==> config.mk <==
export PLATFORM = sky130hd
export DESIGN_NAME = rfmc_top
export DESIGN_NICKNAME = d
export VERILOG_FILES = /design/src/pkg/rfmc_pkg.sv /design/src/core/rfmc_sync.sv /design/src/core/rfmc_timer.sv /design/src/core/rfmc_top.sv
export SDC_FILE = /design/constraint.sdc
export NUM_CORES = 1
export LEC_CHECK = 0
export ABC_CLOCK_PERIOD_IN_PS = 4240
export BUFFER_PORTS_ARGS = -buffer_cell sky130_fd_sc_hd__buf_2
export CAP_MARGIN = 20
export CORE_UTILIZATION = 64
export CTS_CLUSTER_SIZE = 30
export DETAILED_ROUTE_END_ITERATION = 10
export GPL_ROUTABILITY_DRIVEN = 1
export PLACE_DENSITY_LB_ADDON = 0.2
export SYNTH_ARGS = -nofsm -noshare
export SYNTH_HDL_FRONTEND = slang
export SYNTH_SLANG_ARGS = --single-unit
export TNS_END_PERCENT = 30
==> constraint.sdc <==
create_clock -name ref_clk_i -period 4.24 [get_ports ref_clk_i]
set_input_delay 0.212 -clock ref_clk_i [delete_from_list [all_inputs] [get_ports ref_clk_i]]
set_output_delay 0.212 -clock ref_clk_i [all_outputs]
set_load 0.05 [all_outputs]
==> src/pkg/rfmc_pkg.sv <==
// Constants and register layout of the RF front-end mode control block
package rfmc_pkg;
  localparam int ADDR_W = 8;
  localparam int DATA_W = 8;
  localparam int SEG_W = 8;
  localparam int NUM_REGS = 12;

  // Register offsets
  localparam logic [7:0] OFS_OP_CTRL = 8'h00;
  localparam logic [7:0] OFS_IO_CFG1 = 8'h01;
  localparam logic [7:0] OFS_IO_CFG2 = 8'h02;
  localparam logic [7:0] OFS_AUX_DEF = 8'h03;
  localparam logic [7:0] OFS_NORMAL_LEVEL = 8'h04;
  localparam logic [7:0] OFS_AM_LEVEL = 8'h05;
  localparam logic [7:0] OFS_DEPTH_TARGET = 8'h06;
  localparam logic [7:0] OFS_RX_CFG1 = 8'h07;
  localparam logic [7:0] OFS_RX_CFG2 = 8'h08;
  localparam logic [7:0] OFS_WAKE_PERIOD = 8'h09;
  localparam logic [7:0] OFS_WAKE_REF = 8'h0a;
  localparam logic [7:0] OFS_MASK_TIME = 8'h0b;
  localparam logic [7:0] OFS_STATUS = 8'h0c;
  localparam logic [7:0] OFS_COMMAND = 8'h0d;

  // Operation control fields
  localparam int BIT_OSC_EN = 7;
  localparam int BIT_RX_EN = 6;
  localparam int BIT_RX_CHN = 5;
  localparam int BIT_RX_MAN = 4;
  localparam int BIT_TX_EN = 3;
  localparam int BIT_WAKEUP = 2;
  localparam logic [7:0] WAKE_ONLY = 8'h04;

  // Other fields
  localparam int BIT_SINGLE = 0;
  localparam int BIT_SECOND_OUT = 1;
  localparam int BIT_SLOW_RAMP = 0;
  localparam int BIT_MOD_AM = 0;
  localparam int BIT_OOK_TRI = 1;
  localparam int BIT_AMD_MIXER = 0;
  localparam int BIT_PICK_PM = 1;
  localparam int BIT_DEMOD_BYPASS = 0;
  localparam int BIT_IRQ_OSC = 0;
  localparam int BIT_IRQ_WAKE = 1;
  localparam int BIT_IRQ_CAL = 2;

  // Reset values
  localparam logic [7:0] RST_NORMAL_LEVEL = 8'hff;
  localparam logic [7:0] RST_WAKE_PERIOD = 8'h10;
  localparam logic [7:0] RST_MASK_TIME = 8'h20;

  // Direct commands
  localparam logic [7:0] CMD_CAL_DEPTH = 8'h01;
  localparam logic [7:0] CMD_MASK_RX = 8'h02;
  localparam logic [7:0] CMD_UNMASK_RX = 8'h03;

  // Host-side slow ramp hold time, kept for reference by software
  localparam int SLOW_RAMP_HOLD_US = 2000;
  localparam int CLK_PERIOD_NS = 10;
  localparam int SLOW_RAMP_HOLD_CYC = (SLOW_RAMP_HOLD_US * 1000 + CLK_PERIOD_NS - 1) / CLK_PERIOD_NS;

  typedef enum logic [0:0] {
    CAL_IDLE = 1'b0,
    CAL_MEAS = 1'b1
  } rfmc_cal_state_t;
endpackage

==> src/core/rfmc_sync.sv <==
// Three-stage input synchroniser with agreement filter
`timescale 1ns/1ps
`default_nettype none
module rfmc_sync (
  // Clock and reset
  input wire logic ref_clk_i,
  input wire logic reset_i,
  // Data
  input wire logic async_i,
  output logic sync_o
);
  typedef struct packed {
    logic s1;
    logic s2;
    logic s3;
    logic out;
  } rfmc_sync_state_t;

  rfmc_sync_state_t sync_reg;
  rfmc_sync_state_t sync_next;

  always_comb begin
    sync_next = sync_reg;
    sync_next.s1 = async_i;
    sync_next.s2 = sync_reg.s1;
    sync_next.s3 = sync_reg.s2;
    // Only accept a level once the last two stages agree
    if (sync_reg.s2 == sync_reg.s3) begin
      sync_next.out = sync_reg.s3;
    end
    if (reset_i) begin
      sync_next = '0;
    end
  end

  always_ff @(posedge ref_clk_i) begin
    sync_reg <= sync_next;
  end

  assign sync_o = sync_reg.out;
endmodule
`default_nettype wire

==> src/core/rfmc_timer.sv <==
// Loadable down-counting timer with a one-cycle expiry pulse
`timescale 1ns/1ps
`default_nettype none
module rfmc_timer (
  // Clock and reset
  input wire logic ref_clk_i,
  input wire logic reset_i,
  // Control
  input wire logic load_i,
  input wire logic [7:0] value_i,
  input wire logic tick_i,
  // Status
  output logic expired_o,
  output logic running_o
);
  typedef struct packed {
    logic [7:0] cnt;
    logic run;
    logic exp;
  } rfmc_timer_state_t;

  rfmc_timer_state_t tmr_reg;
  rfmc_timer_state_t tmr_next;

  always_comb begin
    tmr_next = tmr_reg;
    tmr_next.exp = 1'b0;
    if (load_i) begin
      tmr_next.cnt = value_i;
      tmr_next.run = 1'b1;
    end else if (tmr_reg.run && tick_i) begin
      // A load of zero expires on the first tick, same as a load of one
      if (tmr_reg.cnt <= 8'h01) begin
        tmr_next.run = 1'b0;
        tmr_next.exp = 1'b1;
        tmr_next.cnt = 8'h00;
      end else begin
        tmr_next.cnt = tmr_reg.cnt - 8'h01;
      end
    end
    if (reset_i) begin
      tmr_next = '0;
    end
  end

  always_ff @(posedge ref_clk_i) begin
    tmr_reg <= tmr_next;
  end

  assign expired_o = tmr_reg.exp;
  assign running_o = tmr_reg.run;
endmodule
`default_nettype wire

==> src/core/rfmc_top.sv <==
// RF front-end operating mode, transmitter and receiver control
//
// Functional notes
// - Power-up clears the operation control register, leaving everything powered down.
// - Register port keeps working in power-down mode.
// - Bit 7 of operation control enables oscillator and regulators: ready mode.
// - Stable oscillator after entering ready mode raises an interrupt.
// - Receiver and transmitter have independent enable bits.
// - Wake-up bit alone selects wake-up mode with periodic timed measurements.
// - In wake-up mode a measurement unlike the reference raises an interrupt.
// - Single-driver bit set: only one antenna driver operates.
// - Each driver has eight segments; normal level register selects them, default all on.
// - In single mode the second-output bit chooses which driver pin is active.
// - Modulation-type bit chooses AM or OOK transmit modulation.
// - OOK stops carrier drive; tristate bit makes drivers high impedance instead.
// - AM modulation reduces the enabled segments during each modulation interval.
// - Calibrate command adjusts the AM level toward the target depth register.
// - Receiver is on exactly when the receiver-enable bit is one.
// - Channel-count bit picks one or both channels; another bit picks auto or manual.
// - Both channels in auto mode: framing logic picks the data channel.
// - Receive window gates receiver processing and opens when mask timer expires.
// - Mask and unmask commands force the receive window low or high.
// - Demodulator-select bit routes AM through peak detector or mixer.
`timescale 1ns/1ps
`default_nettype none
module rfmc_top
  import rfmc_pkg::*;
(
  // Clock and reset
  input wire logic ref_clk_i,
  input wire logic reset_i,
  // Register port
  input wire logic [ADDR_W-1:0] reg_addr_i,
  input wire logic [DATA_W-1:0] reg_wdata_i,
  input wire logic reg_wr_i,
  input wire logic reg_rd_i,
  output logic [DATA_W-1:0] reg_rdata_o,
  output logic irq_o,
  // Analog and framing status
  input wire logic osc_amp_ok_i,
  input wire logic rc_osc_tick_i,
  input wire logic meas_done_i,
  input wire logic [7:0] meas_value_i,
  input wire logic mod_active_i,
  input wire logic tx_done_i,
  input wire logic auto_pick_pm_i,
  // Power and receiver control
  output logic osc_enable_o,
  output logic regulator_enable_o,
  output logic wake_mode_o,
  output logic rx_enable_o,
  output logic am_chan_en_o,
  output logic pm_chan_en_o,
  output logic use_pm_chan_o,
  output logic am_demod_mixer_o,
  output logic external_demod_bypass_o,
  output logic slow_ramp_o,
  output logic rx_window_o,
  output logic meas_start_o,
  // Antenna drivers
  output logic [SEG_W-1:0] antenna_drive_a_seg_o,
  output logic antenna_drive_a_oe_o,
  output logic [SEG_W-1:0] antenna_drive_b_seg_o,
  output logic antenna_drive_b_oe_o
);
  typedef struct packed {
    logic [NUM_REGS-1:0][7:0] regs;
    logic [7:0] rdata;
    logic [2:0] irq;
    rfmc_cal_state_t cal_st;
    logic [2:0] cal_bit;
    logic [7:0] cal_trial;
    logic rx_window;
    logic wake_busy, wake_prev, meas_start, rc_prev, osc_prev;
    logic [SEG_W-1:0] seg_a, seg_b;
    logic oe_a, oe_b;
  } rfmc_state_t;

  rfmc_state_t st_reg;
  rfmc_state_t st_next;

  logic osc_ok_sync, rc_tick_sync, wake_exp, mask_exp, wake_load, wake_tick;
  logic tx_on, cal_act, mod, is_am, drv_oe, use_a, use_b;
  logic [SEG_W-1:0] level;

  function automatic logic [7:0] bit_mask(input logic [2:0] idx);
    bit_mask = 8'h01 << idx;
  endfunction

  function automatic logic [SEG_W-1:0] gate_seg(input logic en, input logic [SEG_W-1:0] lvl);
    gate_seg = en ? lvl : '0;
  endfunction

  rfmc_sync u_sync_osc (
    .ref_clk_i(ref_clk_i),
    .reset_i(reset_i),
    .async_i(osc_amp_ok_i),
    .sync_o(osc_ok_sync)
  );

  rfmc_sync u_sync_rc (
    .ref_clk_i(ref_clk_i),
    .reset_i(reset_i),
    .async_i(rc_osc_tick_i),
    .sync_o(rc_tick_sync)
  );

  // Wake-up interval counts RC oscillator periods, reloaded each expiry
  assign wake_mode_o = (st_reg.regs[OFS_OP_CTRL] == WAKE_ONLY);
  assign wake_tick = wake_mode_o && rc_tick_sync && !st_reg.rc_prev;
  assign wake_load = wake_mode_o && (!st_reg.wake_prev || wake_exp);

  rfmc_timer u_wake_timer (
    .ref_clk_i(ref_clk_i),
    .reset_i(reset_i),
    .load_i(wake_load),
    .value_i(st_reg.regs[OFS_WAKE_PERIOD]),
    .tick_i(wake_tick),
    .expired_o(wake_exp),
    .running_o()
  );

  rfmc_timer u_mask_timer (
    .ref_clk_i(ref_clk_i),
    .reset_i(reset_i),
    .load_i(tx_done_i),
    .value_i(st_reg.regs[OFS_MASK_TIME]),
    .tick_i(1'b1),
    .expired_o(mask_exp),
    .running_o()
  );

  always_comb begin
    logic [7:0] op, aux, io1, kept;
    logic [2:0] irq_set, irq_clr;
    logic keep;
    op = st_reg.regs[OFS_OP_CTRL];
    aux = st_reg.regs[OFS_AUX_DEF];
    io1 = st_reg.regs[OFS_IO_CFG1];
    irq_set = 3'b000;
    irq_clr = 3'b000;
    keep = 1'b0;
    kept = 8'h00;
    st_next = st_reg;
    st_next.meas_start = 1'b0;
    st_next.rc_prev = rc_tick_sync;
    st_next.osc_prev = osc_ok_sync;
    st_next.wake_prev = wake_mode_o;

    // Register port is independent of the power mode
    st_next.rdata = 8'h00;
    if (reg_rd_i) begin
      if (reg_addr_i < OFS_STATUS) begin
        st_next.rdata = st_reg.regs[reg_addr_i[3:0]];
      end else if (reg_addr_i == OFS_STATUS) begin
        st_next.rdata = {st_reg.rx_window, st_reg.cal_st == CAL_MEAS, 3'b000, st_reg.irq};
      end
    end
    if (reg_wr_i) begin
      if (reg_addr_i < OFS_STATUS) begin
        st_next.regs[reg_addr_i[3:0]] = reg_wdata_i;
      end else if (reg_addr_i == OFS_STATUS) begin
        irq_clr = reg_wdata_i[2:0];
      end
    end

    // Ready mode: oscillator settles after enable
    if (op[BIT_OSC_EN] && osc_ok_sync && !st_reg.osc_prev) begin
      irq_set[BIT_IRQ_OSC] = 1'b1;
    end

    // Wake-up presence measurement
    if (wake_exp && wake_mode_o && st_reg.cal_st == CAL_IDLE) begin
      st_next.meas_start = 1'b1;
      st_next.wake_busy = 1'b1;
    end
    if (st_reg.wake_busy && meas_done_i) begin
      st_next.wake_busy = 1'b0;
      if (meas_value_i != st_reg.regs[OFS_WAKE_REF]) begin
        irq_set[BIT_IRQ_WAKE] = 1'b1;
      end
    end
    if (!wake_mode_o) begin
      st_next.wake_busy = 1'b0;
    end

    // Modulation depth calibration by successive approximation
    case (st_reg.cal_st)
      CAL_IDLE: begin
        if (reg_wr_i && reg_addr_i == OFS_COMMAND && reg_wdata_i == CMD_CAL_DEPTH
            && !wake_mode_o && !st_reg.wake_busy) begin
          st_next.cal_st = CAL_MEAS;
          st_next.cal_bit = 3'd7;
          st_next.cal_trial = bit_mask(3'd7);
          st_next.meas_start = 1'b1;
        end
      end
      CAL_MEAS: begin
        if (meas_done_i) begin
          // Keep a segment while the modulated amplitude stays at or under target
          keep = (meas_value_i <= st_reg.regs[OFS_DEPTH_TARGET]);
          kept = keep ? st_reg.cal_trial : (st_reg.cal_trial & ~bit_mask(st_reg.cal_bit));
          if (st_reg.cal_bit == 3'd0) begin
            st_next.regs[OFS_AM_LEVEL] = kept;
            st_next.cal_trial = kept;
            st_next.cal_st = CAL_IDLE;
            irq_set[BIT_IRQ_CAL] = 1'b1;
          end else begin
            st_next.cal_bit = st_reg.cal_bit - 3'd1;
            st_next.cal_trial = kept | bit_mask(st_reg.cal_bit - 3'd1);
            st_next.meas_start = 1'b1;
          end
        end
      end
      default: begin
        st_next.cal_st = CAL_IDLE;
      end
    endcase

    // Receive window: commands override the mask timer in the same cycle
    if (tx_done_i) begin
      st_next.rx_window = 1'b0;
    end else if (mask_exp) begin
      st_next.rx_window = 1'b1;
    end
    if (reg_wr_i && reg_addr_i == OFS_COMMAND) begin
      if (reg_wdata_i == CMD_MASK_RX) begin
        st_next.rx_window = 1'b0;
      end else if (reg_wdata_i == CMD_UNMASK_RX) begin
        st_next.rx_window = 1'b1;
      end
    end

    // Sticky flags: a new event wins over a clear in the same cycle
    st_next.irq = (st_reg.irq & ~irq_clr) | irq_set;

    // Antenna drivers; with AM modulation selected, calibration forces the AM trial level onto the drivers
    tx_on = op[BIT_TX_EN] && op[BIT_OSC_EN];
    cal_act = (st_reg.cal_st == CAL_MEAS);
    mod = mod_active_i || cal_act;
    is_am = aux[BIT_MOD_AM];
    if (!mod) begin
      level = st_reg.regs[OFS_NORMAL_LEVEL];
    end else if (is_am) begin
      level = cal_act ? st_reg.cal_trial : st_reg.regs[OFS_AM_LEVEL];
    end else begin
      level = '0;
    end
    drv_oe = tx_on && !(mod && !is_am && aux[BIT_OOK_TRI]);
    use_a = !io1[BIT_SINGLE] || !io1[BIT_SECOND_OUT];
    use_b = !io1[BIT_SINGLE] || io1[BIT_SECOND_OUT];
    st_next.seg_a = gate_seg(tx_on && use_a, level);
    st_next.seg_b = gate_seg(tx_on && use_b, level);
    st_next.oe_a = drv_oe && use_a;
    st_next.oe_b = drv_oe && use_b;

    if (reset_i) begin
      st_next = '0;
      st_next.regs[OFS_NORMAL_LEVEL] = RST_NORMAL_LEVEL;
      st_next.regs[OFS_WAKE_PERIOD] = RST_WAKE_PERIOD;
      st_next.regs[OFS_MASK_TIME] = RST_MASK_TIME;
    end
  end

  always_ff @(posedge ref_clk_i) begin
    st_reg <= st_next;
  end

  assign reg_rdata_o = st_reg.rdata;
  assign irq_o = |st_reg.irq;
  assign osc_enable_o = st_reg.regs[OFS_OP_CTRL][BIT_OSC_EN];
  assign regulator_enable_o = st_reg.regs[OFS_OP_CTRL][BIT_OSC_EN];
  assign rx_enable_o = st_reg.regs[OFS_OP_CTRL][BIT_RX_EN];
  // Single-channel operation uses the channel named by the manual pick bit
  assign am_chan_en_o = !st_reg.regs[OFS_OP_CTRL][BIT_RX_CHN]
      || !st_reg.regs[OFS_RX_CFG1][BIT_PICK_PM];
  assign pm_chan_en_o = !st_reg.regs[OFS_OP_CTRL][BIT_RX_CHN]
      || st_reg.regs[OFS_RX_CFG1][BIT_PICK_PM];
  assign use_pm_chan_o = (!st_reg.regs[OFS_OP_CTRL][BIT_RX_CHN]
      && !st_reg.regs[OFS_OP_CTRL][BIT_RX_MAN]) ? auto_pick_pm_i
      : st_reg.regs[OFS_RX_CFG1][BIT_PICK_PM];
  assign am_demod_mixer_o = st_reg.regs[OFS_RX_CFG1][BIT_AMD_MIXER];
  assign external_demod_bypass_o = st_reg.regs[OFS_RX_CFG2][BIT_DEMOD_BYPASS];
  assign slow_ramp_o = st_reg.regs[OFS_IO_CFG2][BIT_SLOW_RAMP];
  assign rx_window_o = st_reg.rx_window;
  assign meas_start_o = st_reg.meas_start;
  assign antenna_drive_a_seg_o = st_reg.seg_a;
  assign antenna_drive_a_oe_o = st_reg.oe_a;
  assign antenna_drive_b_seg_o = st_reg.seg_b;
  assign antenna_drive_b_oe_o = st_reg.oe_b;
endmodule
`default_nettype wire

==> impl_metrics.yaml <==
logic_synthesis:
  yosysTopAreaCell: "dfxtp_1"
  synth_nets: 960
  synth_enable_flop_cells: 0
  synth_cells: 909
  synth.yosys.seq_area_share_pct: 41.7
  synth_top_area_share_pct: 41.7
  synthArstFlopShare_pct: 0
  synth_area_leaders: "dfxtp_1 (42%), mux4_2 (6.6%), mux2i_1 (5.7%)"
  synth.distinct_cells: 65
  ys_seq_elements: 171
  synth-main-ff-cell: "dfxtp_1"
  ys_warn_count: 0
  avgSynthCellArea_um2: 9.03
  mappedNetlistArea_um2: 8210
sta:
  finalCriticalPeriod_ns: 2.45
  fin_crit_sh_pct: 57.7
  drv_slew: 0
  skew_ns: 0.00453
  rsz0062_at_grt: "no"
  setup_viol: 0
  fin_setup_tns_ns: 0
  layout_setup_ws_ns: 1.79
  relSlewSlack_pct: 34.3
  worst_pin_slew_ns: 0.981
  fin_hold_ws_ns: 0.0138
  finalHoldViolations: 0
  max_freq_mhz: 409
layout:
  finalNonFillerCells: 1113
  largest_reg_flops: 108
  ff_latch_area_um2: 3420
  diodes: 0
  multiInputGateArea_um2: 4270
  drive_gt1_share_pct: 15.9
  mostFrequentLayoutCells: "dfxtp_1 (171), nand2_1 (98), nor2_1 (89)"
  nets: 980
  mostFrequentLayoutCell: "dfxtp_1"
  nFillCells: 931
  areaGrowthSynthToFinish_pct: 10.2
die:
  start_util_pct: 65.3
  row_count: 41
  dieWidth_um: 115
  die_y_um: 115
  core_um2: 12600
  ios: 73
  die_area_um2: 13300
pwr:
  fin_total_pwr_uw: 3370
  vdd_drop_max_mv: 0.257
  powerDensity_nw_per_um2: 373
  leakage_uw: 0.00346
placement:
  pre_cts_ws_ns: 1.75
  place.gp.congestion: 0.908
  place_inst: 1081
  dp.final_hpwl_um: 15400
  io_buffers: 72
cts:
  cts_tree: "yes"
  cts_buffer_depth: 2
  numCtsBuffers: 17
  cts_resized: 0
  clk_pin_slew_ns: 0.06
  cts.sinks: 171
  cts_root_buffer: "clkbuf_16"
  insertion_delay_ns: 0.43
  htree_levels: 4
detailed_routing:
  drtIter0Drc: 712
  num_vias: 7048
  ant_nets: 0
  drtPass1Iterations: 5
  drc: 0
  routed_wl_um: 22000
  post_drt_wl_per_cell_um: 19.7
  vias_per_cell: 6.33
min_path:
  holdPathStages: 2
  worstHoldPathType: "primary input to register"
worst_setup_path:
  worstPathArrival_ns: 2.80
  start_kind: "register"
  path_class: "register to register"
  path_max_fanout: 8
  reg2regPathDepth: 5
  worstPathRequired_ns: 4.60
  cp-end-kind: "register"
run:
  drv_cap: 0
outcome:
  status: "finished clean"
global_route:
  grt_use_total_pct: 34.6
  grt_max_degree: 77
  grt_pass1_wl_um: 34400
  antenna_found_initial: 0
  grt_pass1_vias: 6505
  globalRouteOverflowTotal: 0
-- report_power, final --
group	leakage, uW	internal, uW	total [uW]	switching [uW]
Sequential	0.00138	1620	1620	7.44
Clock	0.000285	941	1550	608
Combinational	0.00179	67.1	203	136
Total	0.00346	2620	3370	751
-- cells by family after synthesis --
group,Yosys count,synth area share [%]
buffers and inverters,110,6.31
adder cells (fa/ha/maj),17,2.59
flip-flops,171,41.7
AND/OR/NAND/NOR,341,20.9
multiplexers,74,12.7
AO/OA/AOI/OAI,182,14.3
XOR/XNOR,14,1.49
-- cell usage after synthesis, drive strengths merged (11+ instances only) --
cell    instances
a21oi          79
a22oi          18
buf            40
clkbuf         40
dfxtp         171
ha             17
inv            30
mux2i          47
mux4           24
nand2          98
nand3          54
nor2           90
nor2b          28
nor3           13
nor4           11
o21ai          17
xor2           12
-- critical path, stage by stage (launching register included) --
cell and delay [ns]:
dfxtp_1 0.41, nor4_1 0.50, nand2_1 0.34, nor4b_2 0.76, a222oi_1 0.22, nor2_1 0.14
-- final timing paths --
path,from,to,slack (ns)
worst max-delay path,osc_enable_o,u_wake_timer.tmr_reg[9],1.79
worst min-delay path,rc_osc_tick_i,u_sync_rc.sync_reg[3],0.01
worst max register to register,osc_enable_o,u_wake_timer.tmr_reg[9],1.79
worst min register to register,u_sync_osc.sync_reg[3],u_sync_osc.sync_reg[2],0.44
-- per-layer routing --
layer	vias up	part of all wire, %	track usage, %
met4	0	4.6	20.3
met5	-	0	0
met1	3340	41	45.2
li1	3264	-	-
met2	378	45	53.1
met3	66	9.4	7.38
-- through the flow --
stage	utilization (%)	cell area, um^2
floorplan	-	8210
global placement	67.2	8440
detailed placement	67.2	8440
CTS	71.9	9040
global route	71.9	9040
finish	71.9	9040
-- layout make-up --
type / instances / share of cell area [%]
multi-input combinational: 628 / 47.2
sequential: 171 / 37.9
clock buffer: 25 / 5.59
timing repair buffer: 81 / 4.79
tap: 172 / 2.38
inverter: 30 / 1.25
clock inverter: 6 / 0.941
-- what timing repair did --
| action | in CTS | in global routing |
|---|---|---|
| buffers inserted | 0 | 0 |
| hold buffers | 1 | 0 |
| hold endpoints to repair | 1 | 0 |
Power figures use the tool's default switching activity.
